===== config.mk =====
export PLATFORM = sky130hd
export DESIGN_NAME = pmic_irq_status
export DESIGN_NICKNAME = d
export VERILOG_FILES = /design/src/hw/pmic_irq_pkg.sv /design/src/hw/event_if.sv /design/src/hw/edge_trigger_detect.sv /design/src/hw/pmic_irq_status.sv
export SDC_FILE = /design/constraint.sdc
export NUM_CORES = 1
export LEC_CHECK = 0
export ABC_AREA = 1
export BUFFER_PORTS_ARGS = -buffer_cell sky130_fd_sc_hd__buf_4
export CAP_MARGIN = 15
export CORE_AREA = 2 2 187 189
export DETAILED_ROUTE_END_ITERATION = 12
export DIE_AREA = 0 0 189 191
export PLACE_DENSITY = 0.43
export RECOVER_POWER = 25
export SLEW_MARGIN = 20
export SYNTH_ARGS = -nofsm -noshare
export SYNTH_HDL_FRONTEND = slang
export SYNTH_HIERARCHICAL = 1
export SYNTH_SLANG_ARGS = --single-unit
export TNS_END_PERCENT = 20

===== constraint.sdc =====
create_clock -name clk_sys_in -period 2.5 [get_ports clk_sys_in]
set_input_delay 0.625 -clock clk_sys_in [delete_from_list [all_inputs] [get_ports clk_sys_in]]
set_output_delay 0.625 -clock clk_sys_in [all_outputs]
set_load 0.03 [all_outputs]

===== src/hw/pmic_irq_pkg.sv =====
// constants for the regulator fault and pin interrupt status block
// assumes one system clock; APB byte address is four times a register index
package pmic_irq_pkg;

    // bus widths
    localparam int ADDR_W = 18;
    localparam int DATA_W = 32;
    localparam int IDX_W = 16;

    // register indices; byte address is index times four
    localparam logic [15:0] IDX_LDO_UV = 16'h4013;
    localparam logic [15:0] IDX_CONV_FAULT = 16'h4014;
    localparam logic [15:0] IDX_PIN_STATUS = 16'h4015;
    localparam logic [15:0] IDX_GROUP_MASK = 16'h4018;
    localparam logic [15:0] IDX_PIN_MODE = 16'h4040;
    localparam logic [15:0] IDX_GROUP_PEND = 16'h4041;

    // source counts
    localparam int N_LDO = 10;
    localparam int N_CONV = 4;
    localparam int N_OC = 2;
    localparam int N_PIN = 12;
    localparam int N_FAULT = 16;

    // positions of fault sources inside the fault event vector
    localparam int EV_LDO_LSB = 0;
    localparam int EV_CONV_LSB = 10;
    localparam int EV_OC_LSB = 14;

    // field positions in the converter fault register
    localparam int CONV_UV_LSB = 0;
    localparam int CONV_OC_LSB = 8;

    // group mask bits and their reset value (all masked)
    localparam int MASK_UV_BIT = 0;
    localparam int MASK_HC_BIT = 1;
    localparam int MASK_GP_BIT = 13;
    localparam logic [31:0] MASK_RESET = 32'h0000_2003;

    // group pending bits
    localparam int PEND_UV_BIT = 0;
    localparam int PEND_HC_BIT = 1;
    localparam int PEND_GP_BIT = 2;

    // pin trigger selection, two bits per pin
    typedef enum logic [1:0] {trig_rise, trig_fall, trig_both, trig_level} trig_mode_e;
    localparam int MODE_W = 2;
    localparam logic [23:0] PIN_MODE_RESET = 24'h00_0000;

endpackage : pmic_irq_pkg


===== src/hw/event_if.sv =====
// event pulse carrier between the trigger detector and the status logic
// assumes both ends run on the same system clock
`timescale 1ns/1ps
`default_nettype none
interface event_if #(parameter int W = 1);
    logic [W-1:0] pulse; // event per source, one cycle wide except in level mode
    modport src (output pulse);
    modport snk (input pulse);
endinterface : event_if
`default_nettype wire


===== src/hw/edge_trigger_detect.sv =====
// synchroniser and per-bit trigger detector
// assumes level_in is asynchronous; mode_in comes from the system clock domain
`timescale 1ns/1ps
`default_nettype none
module edge_trigger_detect #(
    parameter int W = 1
) (
    // clock and reset
    input wire logic clk_sys_in,
    input wire logic rst_b_in,
    // raw levels and per-bit trigger selection
    input wire logic [W-1:0] level_in,
    input wire logic [2*W-1:0] mode_in,
    // detected events
    event_if.src ev
);
    logic [W-1:0] meta_reg; // first stage, read only by sync_reg
    logic [W-1:0] sync_reg; // settled level
    logic [W-1:0] prev_reg; // level one cycle earlier

    // two-flop synchroniser plus history stage
    always_ff @(posedge clk_sys_in)
    begin
        if (!rst_b_in)
        begin
            meta_reg <= '0;
            sync_reg <= '0;
            prev_reg <= '0;
        end
        else
        begin
            meta_reg <= level_in;
            sync_reg <= meta_reg;
            prev_reg <= sync_reg;
        end
    end

    // per-bit trigger decode; level mode fires every cycle the input is high
    for (genvar i = 0; i < W; i++)
    begin : g_bit
        pmic_irq_pkg::trig_mode_e mode;
        assign mode = pmic_irq_pkg::trig_mode_e'(mode_in[2*i+1:2*i]);
        always_comb
        begin
            case (mode)
                pmic_irq_pkg::trig_rise: ev.pulse[i] = sync_reg[i] & ~prev_reg[i];
                pmic_irq_pkg::trig_fall: ev.pulse[i] = ~sync_reg[i] & prev_reg[i];
                pmic_irq_pkg::trig_both: ev.pulse[i] = sync_reg[i] ^ prev_reg[i];
                pmic_irq_pkg::trig_level: ev.pulse[i] = sync_reg[i];
                default: ev.pulse[i] = 1'b0;
            endcase
        end
    end

endmodule : edge_trigger_detect
`default_nettype wire


===== src/hw/pmic_irq_status.sv =====
// sticky fault and pin interrupt status with group masks behind an APB slave
// assumes raw fault and pin levels are asynchronous to clk_sys_in
// assumes the APB master holds each request until pready is seen high
`timescale 1ns/1ps
`default_nettype none
// Contract
// - ten regulator undervoltage flags, rising edge
// - four converter undervoltage flags, bits 0-3
// - converter 2 overcurrent flag at bit 9
// - converter 1 overcurrent flag at bit 8
// - pin 4-12 flags in bits 3-11
// - pin flag trigger follows its mode setting
// - flags stick until a one written clears
// - pin 1-3 flags in bits 0-2
// - group masks reset masked, gate interrupt
module pmic_irq_status (
    // clock and reset
    input wire logic clk_sys_in,
    input wire logic rst_b_in,
    // apb slave
    input wire logic psel_in,
    input wire logic penable_in,
    input wire logic pwrite_in,
    input wire logic [17:0] paddr_in,
    input wire logic [31:0] pwdata_in,
    input wire logic [3:0] pstrb_in,
    output logic [31:0] prdata_out,
    output logic pready_out,
    output logic pslverr_out,
    // raw fault conditions
    input wire logic [9:0] ldo_undervolt_in,
    input wire logic [3:0] conv_undervolt_in,
    input wire logic [1:0] buck_overcurrent_in,
    // general-purpose pin levels
    input wire logic [11:0] pin_level_in,
    // system interrupt, high while an unmasked group is pending
    output logic irq_out
);

    // shared helpers, each used by more than one process
    // byte-lane expansion of the strobes, used by every writable register
    function automatic logic [31:0] lane_mask(input logic [3:0] strb);
        logic [31:0] m;
        m = '0;
        for (int b = 0; b < 4; b++)
        begin
            m[8*b +: 8] = {8{strb[b]}};
        end
        return m;
    endfunction : lane_mask

    // aligned hit on a register index
    function automatic logic reg_hit(input logic [17:0] addr, input logic [15:0] idx);
        return (addr[1:0] == 2'h0) && (addr[17:2] == idx);
    endfunction : reg_hit

    // one process per concern below, so each flag group stands alone
    // sticky status
    logic [9:0] reg_undervolt_flag_reg; // regulator 1..10 undervoltage
    logic [3:0] conv_undervolt_flag_reg; // converter 1..4 undervoltage
    logic [1:0] buck_overcurrent_flag_reg; // converter 1..2 high current
    logic [11:0] pin_event_flag_reg; // pin 1..12 events

    // software controls
    logic [31:0] group_mask_reg; // per-group masks, one means masked
    logic [23:0] pin_trigger_select_reg; // two bits per pin

    // bus response state
    logic [31:0] rdata_reg;
    logic ready_reg;
    logic slverr_reg;
    logic irq_reg;

    // decoded access
    logic fire; // access completes at this edge
    logic wr_fire;
    logic [31:0] wmask; // written ones honouring strobes
    logic [31:0] rd_word;
    logic mapped;
    logic [31:0] lanes; // strobe lanes as a bit mask

    // group pending summaries
    logic uv_pend;
    logic hc_pend;
    logic gp_pend;

    // both detectors use the same synchroniser, so latencies match
    // fault events always trigger on rising edges
    event_if #(.W(pmic_irq_pkg::N_FAULT)) fault_ev ();
    // pin events use their own trigger selection
    event_if #(.W(pmic_irq_pkg::N_PIN)) pin_ev ();

    logic [2*pmic_irq_pkg::N_FAULT-1:0] fault_modes;
    logic [pmic_irq_pkg::N_FAULT-1:0] fault_levels;

    // every fault source is a rising-edge source
    assign fault_modes = {pmic_irq_pkg::N_FAULT{pmic_irq_pkg::trig_rise}};
    // pack fault sources into one detector vector
    assign fault_levels = {buck_overcurrent_in, conv_undervolt_in, ldo_undervolt_in};

    // synchronise and edge-detect the fault conditions
    edge_trigger_detect #(
        .W(pmic_irq_pkg::N_FAULT)
    ) u_fault_detect (
        .clk_sys_in(clk_sys_in),
        .rst_b_in(rst_b_in),
        .level_in(fault_levels),
        .mode_in(fault_modes),
        .ev(fault_ev.src)
    );

    // pin detector; mode comes straight from the selection register
    edge_trigger_detect #(
        .W(pmic_irq_pkg::N_PIN)
    ) u_pin_detect (
        .clk_sys_in(clk_sys_in),
        .rst_b_in(rst_b_in),
        .level_in(pin_level_in),
        .mode_in(pin_trigger_select_reg),
        .ev(pin_ev.src)
    );

    // one wait state always; a request dropped early is simply lost
    // and leaves no half-done write behind
    // access is taken at the edge where the slave already shows ready
    assign fire = psel_in & penable_in & ready_reg;
    // writes only land on mapped words
    assign wr_fire = fire & pwrite_in & mapped;
    // strobe lanes decoded once for the flag and pin mode registers
    assign lanes = lane_mask(pstrb_in);
    // only ones in enabled lanes act
    assign wmask = pwdata_in & lanes;

    // address decode; unaligned or unknown words answer with an error
    always_comb
    begin
        mapped = reg_hit(paddr_in, pmic_irq_pkg::IDX_LDO_UV)
            | reg_hit(paddr_in, pmic_irq_pkg::IDX_CONV_FAULT)
            | reg_hit(paddr_in, pmic_irq_pkg::IDX_PIN_STATUS)
            | reg_hit(paddr_in, pmic_irq_pkg::IDX_GROUP_MASK)
            | reg_hit(paddr_in, pmic_irq_pkg::IDX_PIN_MODE)
            | reg_hit(paddr_in, pmic_irq_pkg::IDX_GROUP_PEND);
    end

    // set beats clear so an event on a clearing write is kept
    // regulator undervoltage flags; an event in the clearing cycle wins
    always_ff @(posedge clk_sys_in)
    begin
        if (!rst_b_in)
        begin
            reg_undervolt_flag_reg <= '0;
        end
        else
        begin
            // clear by writing one, keep on zero, then set from events
            reg_undervolt_flag_reg <= (reg_undervolt_flag_reg
                & ~((wr_fire && reg_hit(paddr_in, pmic_irq_pkg::IDX_LDO_UV))
                    ? wmask[pmic_irq_pkg::N_LDO-1:0] : 10'h000))
                | fault_ev.pulse[pmic_irq_pkg::EV_LDO_LSB +: pmic_irq_pkg::N_LDO];
        end
    end

    // converter undervoltage flags
    always_ff @(posedge clk_sys_in)
    begin
        if (!rst_b_in)
        begin
            conv_undervolt_flag_reg <= '0;
        end
        else
        begin
            // set wins over a simultaneous clear
            conv_undervolt_flag_reg <= (conv_undervolt_flag_reg
                & ~((wr_fire && reg_hit(paddr_in, pmic_irq_pkg::IDX_CONV_FAULT))
                    ? wmask[pmic_irq_pkg::CONV_UV_LSB +: pmic_irq_pkg::N_CONV] : 4'h0))
                | fault_ev.pulse[pmic_irq_pkg::EV_CONV_LSB +: pmic_irq_pkg::N_CONV];
        end
    end

    // converter high-current flags: index 0 is converter 1, index 1 converter 2
    always_ff @(posedge clk_sys_in)
    begin
        if (!rst_b_in)
        begin
            buck_overcurrent_flag_reg <= '0;
        end
        else
        begin
            // bits 8 and 9 of the same register carry the clear
            buck_overcurrent_flag_reg <= (buck_overcurrent_flag_reg
                & ~((wr_fire && reg_hit(paddr_in, pmic_irq_pkg::IDX_CONV_FAULT))
                    ? wmask[pmic_irq_pkg::CONV_OC_LSB +: pmic_irq_pkg::N_OC] : 2'h0))
                | fault_ev.pulse[pmic_irq_pkg::EV_OC_LSB +: pmic_irq_pkg::N_OC];
        end
    end

    // pin flags share the clear path but trigger per pin
    // pin event flags; pin n sits at bit n-1
    always_ff @(posedge clk_sys_in)
    begin
        if (!rst_b_in)
        begin
            pin_event_flag_reg <= '0;
        end
        else
        begin
            // in level mode a cleared flag comes back while the pin stays high
            pin_event_flag_reg <= (pin_event_flag_reg
                & ~((wr_fire && reg_hit(paddr_in, pmic_irq_pkg::IDX_PIN_STATUS))
                    ? wmask[pmic_irq_pkg::N_PIN-1:0] : 12'h000))
                | pin_ev.pulse;
        end
    end

    // masks reset high so nothing interrupts before software is ready
    // group masks; only the three group bits are writable
    always_ff @(posedge clk_sys_in)
    begin
        if (!rst_b_in)
        begin
            group_mask_reg <= pmic_irq_pkg::MASK_RESET;
        end
        else if (wr_fire && reg_hit(paddr_in, pmic_irq_pkg::IDX_GROUP_MASK))
        begin
            // honour strobes, keep other bits zero
            group_mask_reg <= ((pwdata_in & lane_mask(pstrb_in))
                | (group_mask_reg & ~lane_mask(pstrb_in)))
                & pmic_irq_pkg::MASK_RESET;
        end
    end

    // no guard on mode writes: software clears the pin flags afterwards
    // pin trigger selection
    always_ff @(posedge clk_sys_in)
    begin
        if (!rst_b_in)
        begin
            pin_trigger_select_reg <= pmic_irq_pkg::PIN_MODE_RESET;
        end
        else if (wr_fire && reg_hit(paddr_in, pmic_irq_pkg::IDX_PIN_MODE))
        begin
            // a mode change may itself produce one event on that pin
            pin_trigger_select_reg <= wmask[23:0]
                | (pin_trigger_select_reg & ~lanes[23:0]);
        end
    end

    // the undervoltage group covers regulators and converters alike
    // group summaries are plain ORs of their flags
    assign uv_pend = (|reg_undervolt_flag_reg) | (|conv_undervolt_flag_reg);
    assign hc_pend = |buck_overcurrent_flag_reg;
    assign gp_pend = |pin_event_flag_reg;

    // reads have no side effect; flags clear only on written ones
    // read mux; unlisted bits read zero
    always_comb
    begin
        rd_word = '0;
        if (reg_hit(paddr_in, pmic_irq_pkg::IDX_LDO_UV))
        begin
            rd_word[pmic_irq_pkg::N_LDO-1:0] = reg_undervolt_flag_reg;
        end
        else if (reg_hit(paddr_in, pmic_irq_pkg::IDX_CONV_FAULT))
        begin
            rd_word[pmic_irq_pkg::CONV_UV_LSB +: pmic_irq_pkg::N_CONV] =
                conv_undervolt_flag_reg;
            rd_word[pmic_irq_pkg::CONV_OC_LSB +: pmic_irq_pkg::N_OC] =
                buck_overcurrent_flag_reg;
        end
        else if (reg_hit(paddr_in, pmic_irq_pkg::IDX_PIN_STATUS))
        begin
            rd_word[pmic_irq_pkg::N_PIN-1:0] = pin_event_flag_reg;
        end
        else if (reg_hit(paddr_in, pmic_irq_pkg::IDX_GROUP_MASK))
        begin
            rd_word = group_mask_reg;
        end
        else if (reg_hit(paddr_in, pmic_irq_pkg::IDX_PIN_MODE))
        begin
            rd_word[23:0] = pin_trigger_select_reg;
        end
        else if (reg_hit(paddr_in, pmic_irq_pkg::IDX_GROUP_PEND))
        begin
            // live group pending, before masking
            rd_word[pmic_irq_pkg::PEND_UV_BIT] = uv_pend;
            rd_word[pmic_irq_pkg::PEND_HC_BIT] = hc_pend;
            rd_word[pmic_irq_pkg::PEND_GP_BIT] = gp_pend;
        end
        else
        begin
            rd_word = '0; // unmapped reads zero with an error
        end
    end

    // one wait state: ready rises the cycle after the access phase starts
    always_ff @(posedge clk_sys_in)
    begin
        if (!rst_b_in)
        begin
            ready_reg <= 1'b0;
            slverr_reg <= 1'b0;
            rdata_reg <= '0;
        end
        else if (psel_in && penable_in && !ready_reg)
        begin
            // data captured here stays steady through the completing edge
            ready_reg <= 1'b1;
            slverr_reg <= ~mapped;
            rdata_reg <= pwrite_in ? 32'h0000_0000 : rd_word;
        end
        else
        begin
            // drop ready after the completing edge so the next access waits
            ready_reg <= 1'b0;
            slverr_reg <= 1'b0;
        end
    end

    // registered so the pin cannot glitch while flags and masks move
    // interrupt level, one cycle behind the flags; masked groups stay silent
    always_ff @(posedge clk_sys_in)
    begin
        if (!rst_b_in)
        begin
            irq_reg <= 1'b0;
        end
        else
        begin
            irq_reg <= (uv_pend & ~group_mask_reg[pmic_irq_pkg::MASK_UV_BIT])
                | (hc_pend & ~group_mask_reg[pmic_irq_pkg::MASK_HC_BIT])
                | (gp_pend & ~group_mask_reg[pmic_irq_pkg::MASK_GP_BIT]);
        end
    end

    // outputs straight from flops
    assign prdata_out = rdata_reg;
    assign pready_out = ready_reg;
    assign pslverr_out = slverr_reg;
    assign irq_out = irq_reg;

endmodule : pmic_irq_status
`default_nettype wire


==> results_dict.tcl <==
set metrics [dict create \
    vias_per_cell 3.878 \
    switching_share 0.2518 \
    drive_above_1_share 0.1163 \
    grt_max_degree 53 \
    clk_latency_ps 430 \
    grt-ovfl-total 0 \
    ir_drop_mv 0.4322 \
    crit_arrival_ps 2440 \
    route.detailed.drc 0 \
    final-seq-area_sq_um 3323 \
    placedCellCount 1886 \
    switchingPower_w 0.001485 \
    io_buffers 104 \
    wl_mm 20.96 \
    antenna_found_initial 0 \
    cts_setup_buffers 0 \
    drv_slew 0 \
    dieArea_sq_um 36100 \
    drv_cap 0 \
    drtAntennaViolNets 0 \
    fmax_ghz 0.4724 \
    status "complete, no violations" \
    crit_path_max_fanout 16 \
    grt_pass1_vias 7041 \
    crit_path_end_kind "flop" \
    postCtsHoldBufs 0 \
    utilization 0.3086 \
    cts_inserted_buffers 17 \
    fp.coreArea_sq_um 34120 \
    yosysUniqueCellTypes 31 \
    layout_common_cells "360 x nand2_1, 323 x inv_1, 166 x dfxtp_1" \
    seqPwrFrac 0.472 \
    dr.pass1.iters 5 \
    fill_cells 3760 \
    syn-cell-area_sq_um 8417 \
    worst_pin_slew_ps 1110 \
    worstPathRequired_ps 2820 \
    area_delta_synth_final_pct 25.11 \
    yosys_warnings 6 \
    vias 7438 \
    drt-initial-drc-count 368 \
    rsz0062_at_grt "false" \
    ios 122 \
    pwr-share-clk 0.439 \
    synth_top_area_cell "dfxtp_1" \
    grt_use_total 0.1209 \
    tritoncts "done" \
    finalNetCount 1593 \
    gp_congestion 0.8044 \
    p_int_w 0.004413 \
    layout_commonest_cell "nand2_1" \
    power_w 0.005898 \
    start_util 0.2467 \
    h-tree-depth 4 \
    hpwl_mm 16.32 \
    setup_viol 0 \
    rows 68 \
    power_frac_comb 0.088 \
    start_kind "primary input" \
    postSynthCellCount 1262 \
    cts_root_buffer "clkbuf_16" \
    power_density_nw_per_um2 560.1 \
    skew_ps 10.61 \
    layout_min_cycle_time_ps 2117 \
    ys_seq_elements 166 \
    dieHeight_um 191 \
    fin_crit_sh 0.8467 \
    crit_type "primary input to flop" \
    grt_pass1_wl_mm 34.42 \
    wl_per_cell_um 10.93 \
    cts_buffer_depth 2 \
    clk_pin_slew_worst_paths_ps 70 \
    clkSinkCount 166 \
    ctsResizeCount 0 \
    seq_area_frac_synth 0.3948 \
    final_cells 1918 \
    synth.area.top_cells "dfxtp_1 39%, nand2_1 16%, inv_1 14%, ha_1 8.3%, nand3_1 4.5%" \
    multiInputGateArea_sq_um 3915 \
    relSlewSlack 0.2603 \
    dieWidth_um 189 \
    yosys.area.top_type_share 0.3948 \
    hold_viol_final 0 \
    avgSynthCellArea_sq_um 6.669 \
    leakage_nw 5.458 \
    hp-class "primary input to flop" \
]
## worst max-delay path, cell delays in order
cell and delay [ps]:
buf_4 110, nor2_1 100, nand2_1 90, nor2_4 220, nand3_1 150, nand2_1 160, inv_2 100, nand2_4 190
nand4_2 340, o21ai_0 280, nor2_1 60
## synthesized netlist by cell type
master,count
nand2_2,5
buf_2,10
inv_2,12
ha_1,56
a21oi_1,60
or2_1,1
nand4_4,1
nor4_1,2
inv_1,322
o221ai_1,1
nor2_1,96
nand2_4,1
nand3_1,76
buf_4,9
o21ai_1,1
o22ai_1,7
clkbuf_1,12
conb_1,1
a32oi_1,4
buf_6,8
nand4_1,13
nor3_1,8
clkinv_1,1
o21ai_0,18
nand3_2,3
nor2_4,1
nand2_1,360
dfxtp_1,166
nor2_2,3
nand4_2,2
o211ai_1,2
## path summary, 6_finish.rpt
path / from / end / slack (ps) / depth (start not counted)
max: paddr_in[11] / flop / 380 / 11
min: ldo_undervolt_in[8] / u_fault_detect/meta_reg[8] / 370 / 3
max reg2reg: pready_out / flop / 730 / 6
min reg2reg: u_fault_detect/meta_reg[11] / u_fault_detect/sync_reg[11] / 400 / 2
## logic make-up (layout without fill, tap and decap cells)
group	count (synthesis)	after routing	synth area share
flip-flops	166	166	0.3948
adder cells (fa/ha/maj)	56	56	0.08325
AO/OA/AOI/OAI	93	93	0.05916
other	1	89	0.0004455
buffers and inverters	374	487	0.1794
AND/OR/NAND/NOR	572	572	0.2829
## cell type report
type	instances	share of cell area
antenna	1	0.0002376
clock buffer	19	0.04111
clock inverter	12	0.01236
inverter	335	0.1194
multi-input combinational	809	0.3718
sequential	166	0.3156
tap	455	0.05406
timing repair buffer	121	0.08543
## metrics by stage
stage	instance area, sq um	worst slack, ps	hold slack (ps)	TNS, ps
after floorplan	8743	473.1	390.5	0
after global placement	9986	-11.81	399.0	-53.17
after detailed placement	9986	-65.51	400.0	-442.6
after CTS	10550	390.7	343.0	0
after global routing	10530	132.8	364.8	0
final	10530	383.3	366.9	0
## metal layers
layer	share of wire	track usage
met1	0.48	0.1547
met2	0.46	0.2036
met3	0.053	0.02735
met4	0.011	0.03335
met5	0	0
## power by group through the flow
stage | sequential, W | combinational (W) | clock, W
floorplan | 0.00283 | 0.000344 | 0
global placement | 0.00285 | 0.000526 | 0
detailed placement | 0.00285 | 0.000530 | 0
CTS | 0.00279 | 0.000532 | 0.00270
global route | 0.00280 | 0.000613 | 0.00279
finish | 0.00279 | 0.000521 | 0.00259
Note: power is estimated with default switching activity, not from simulation.
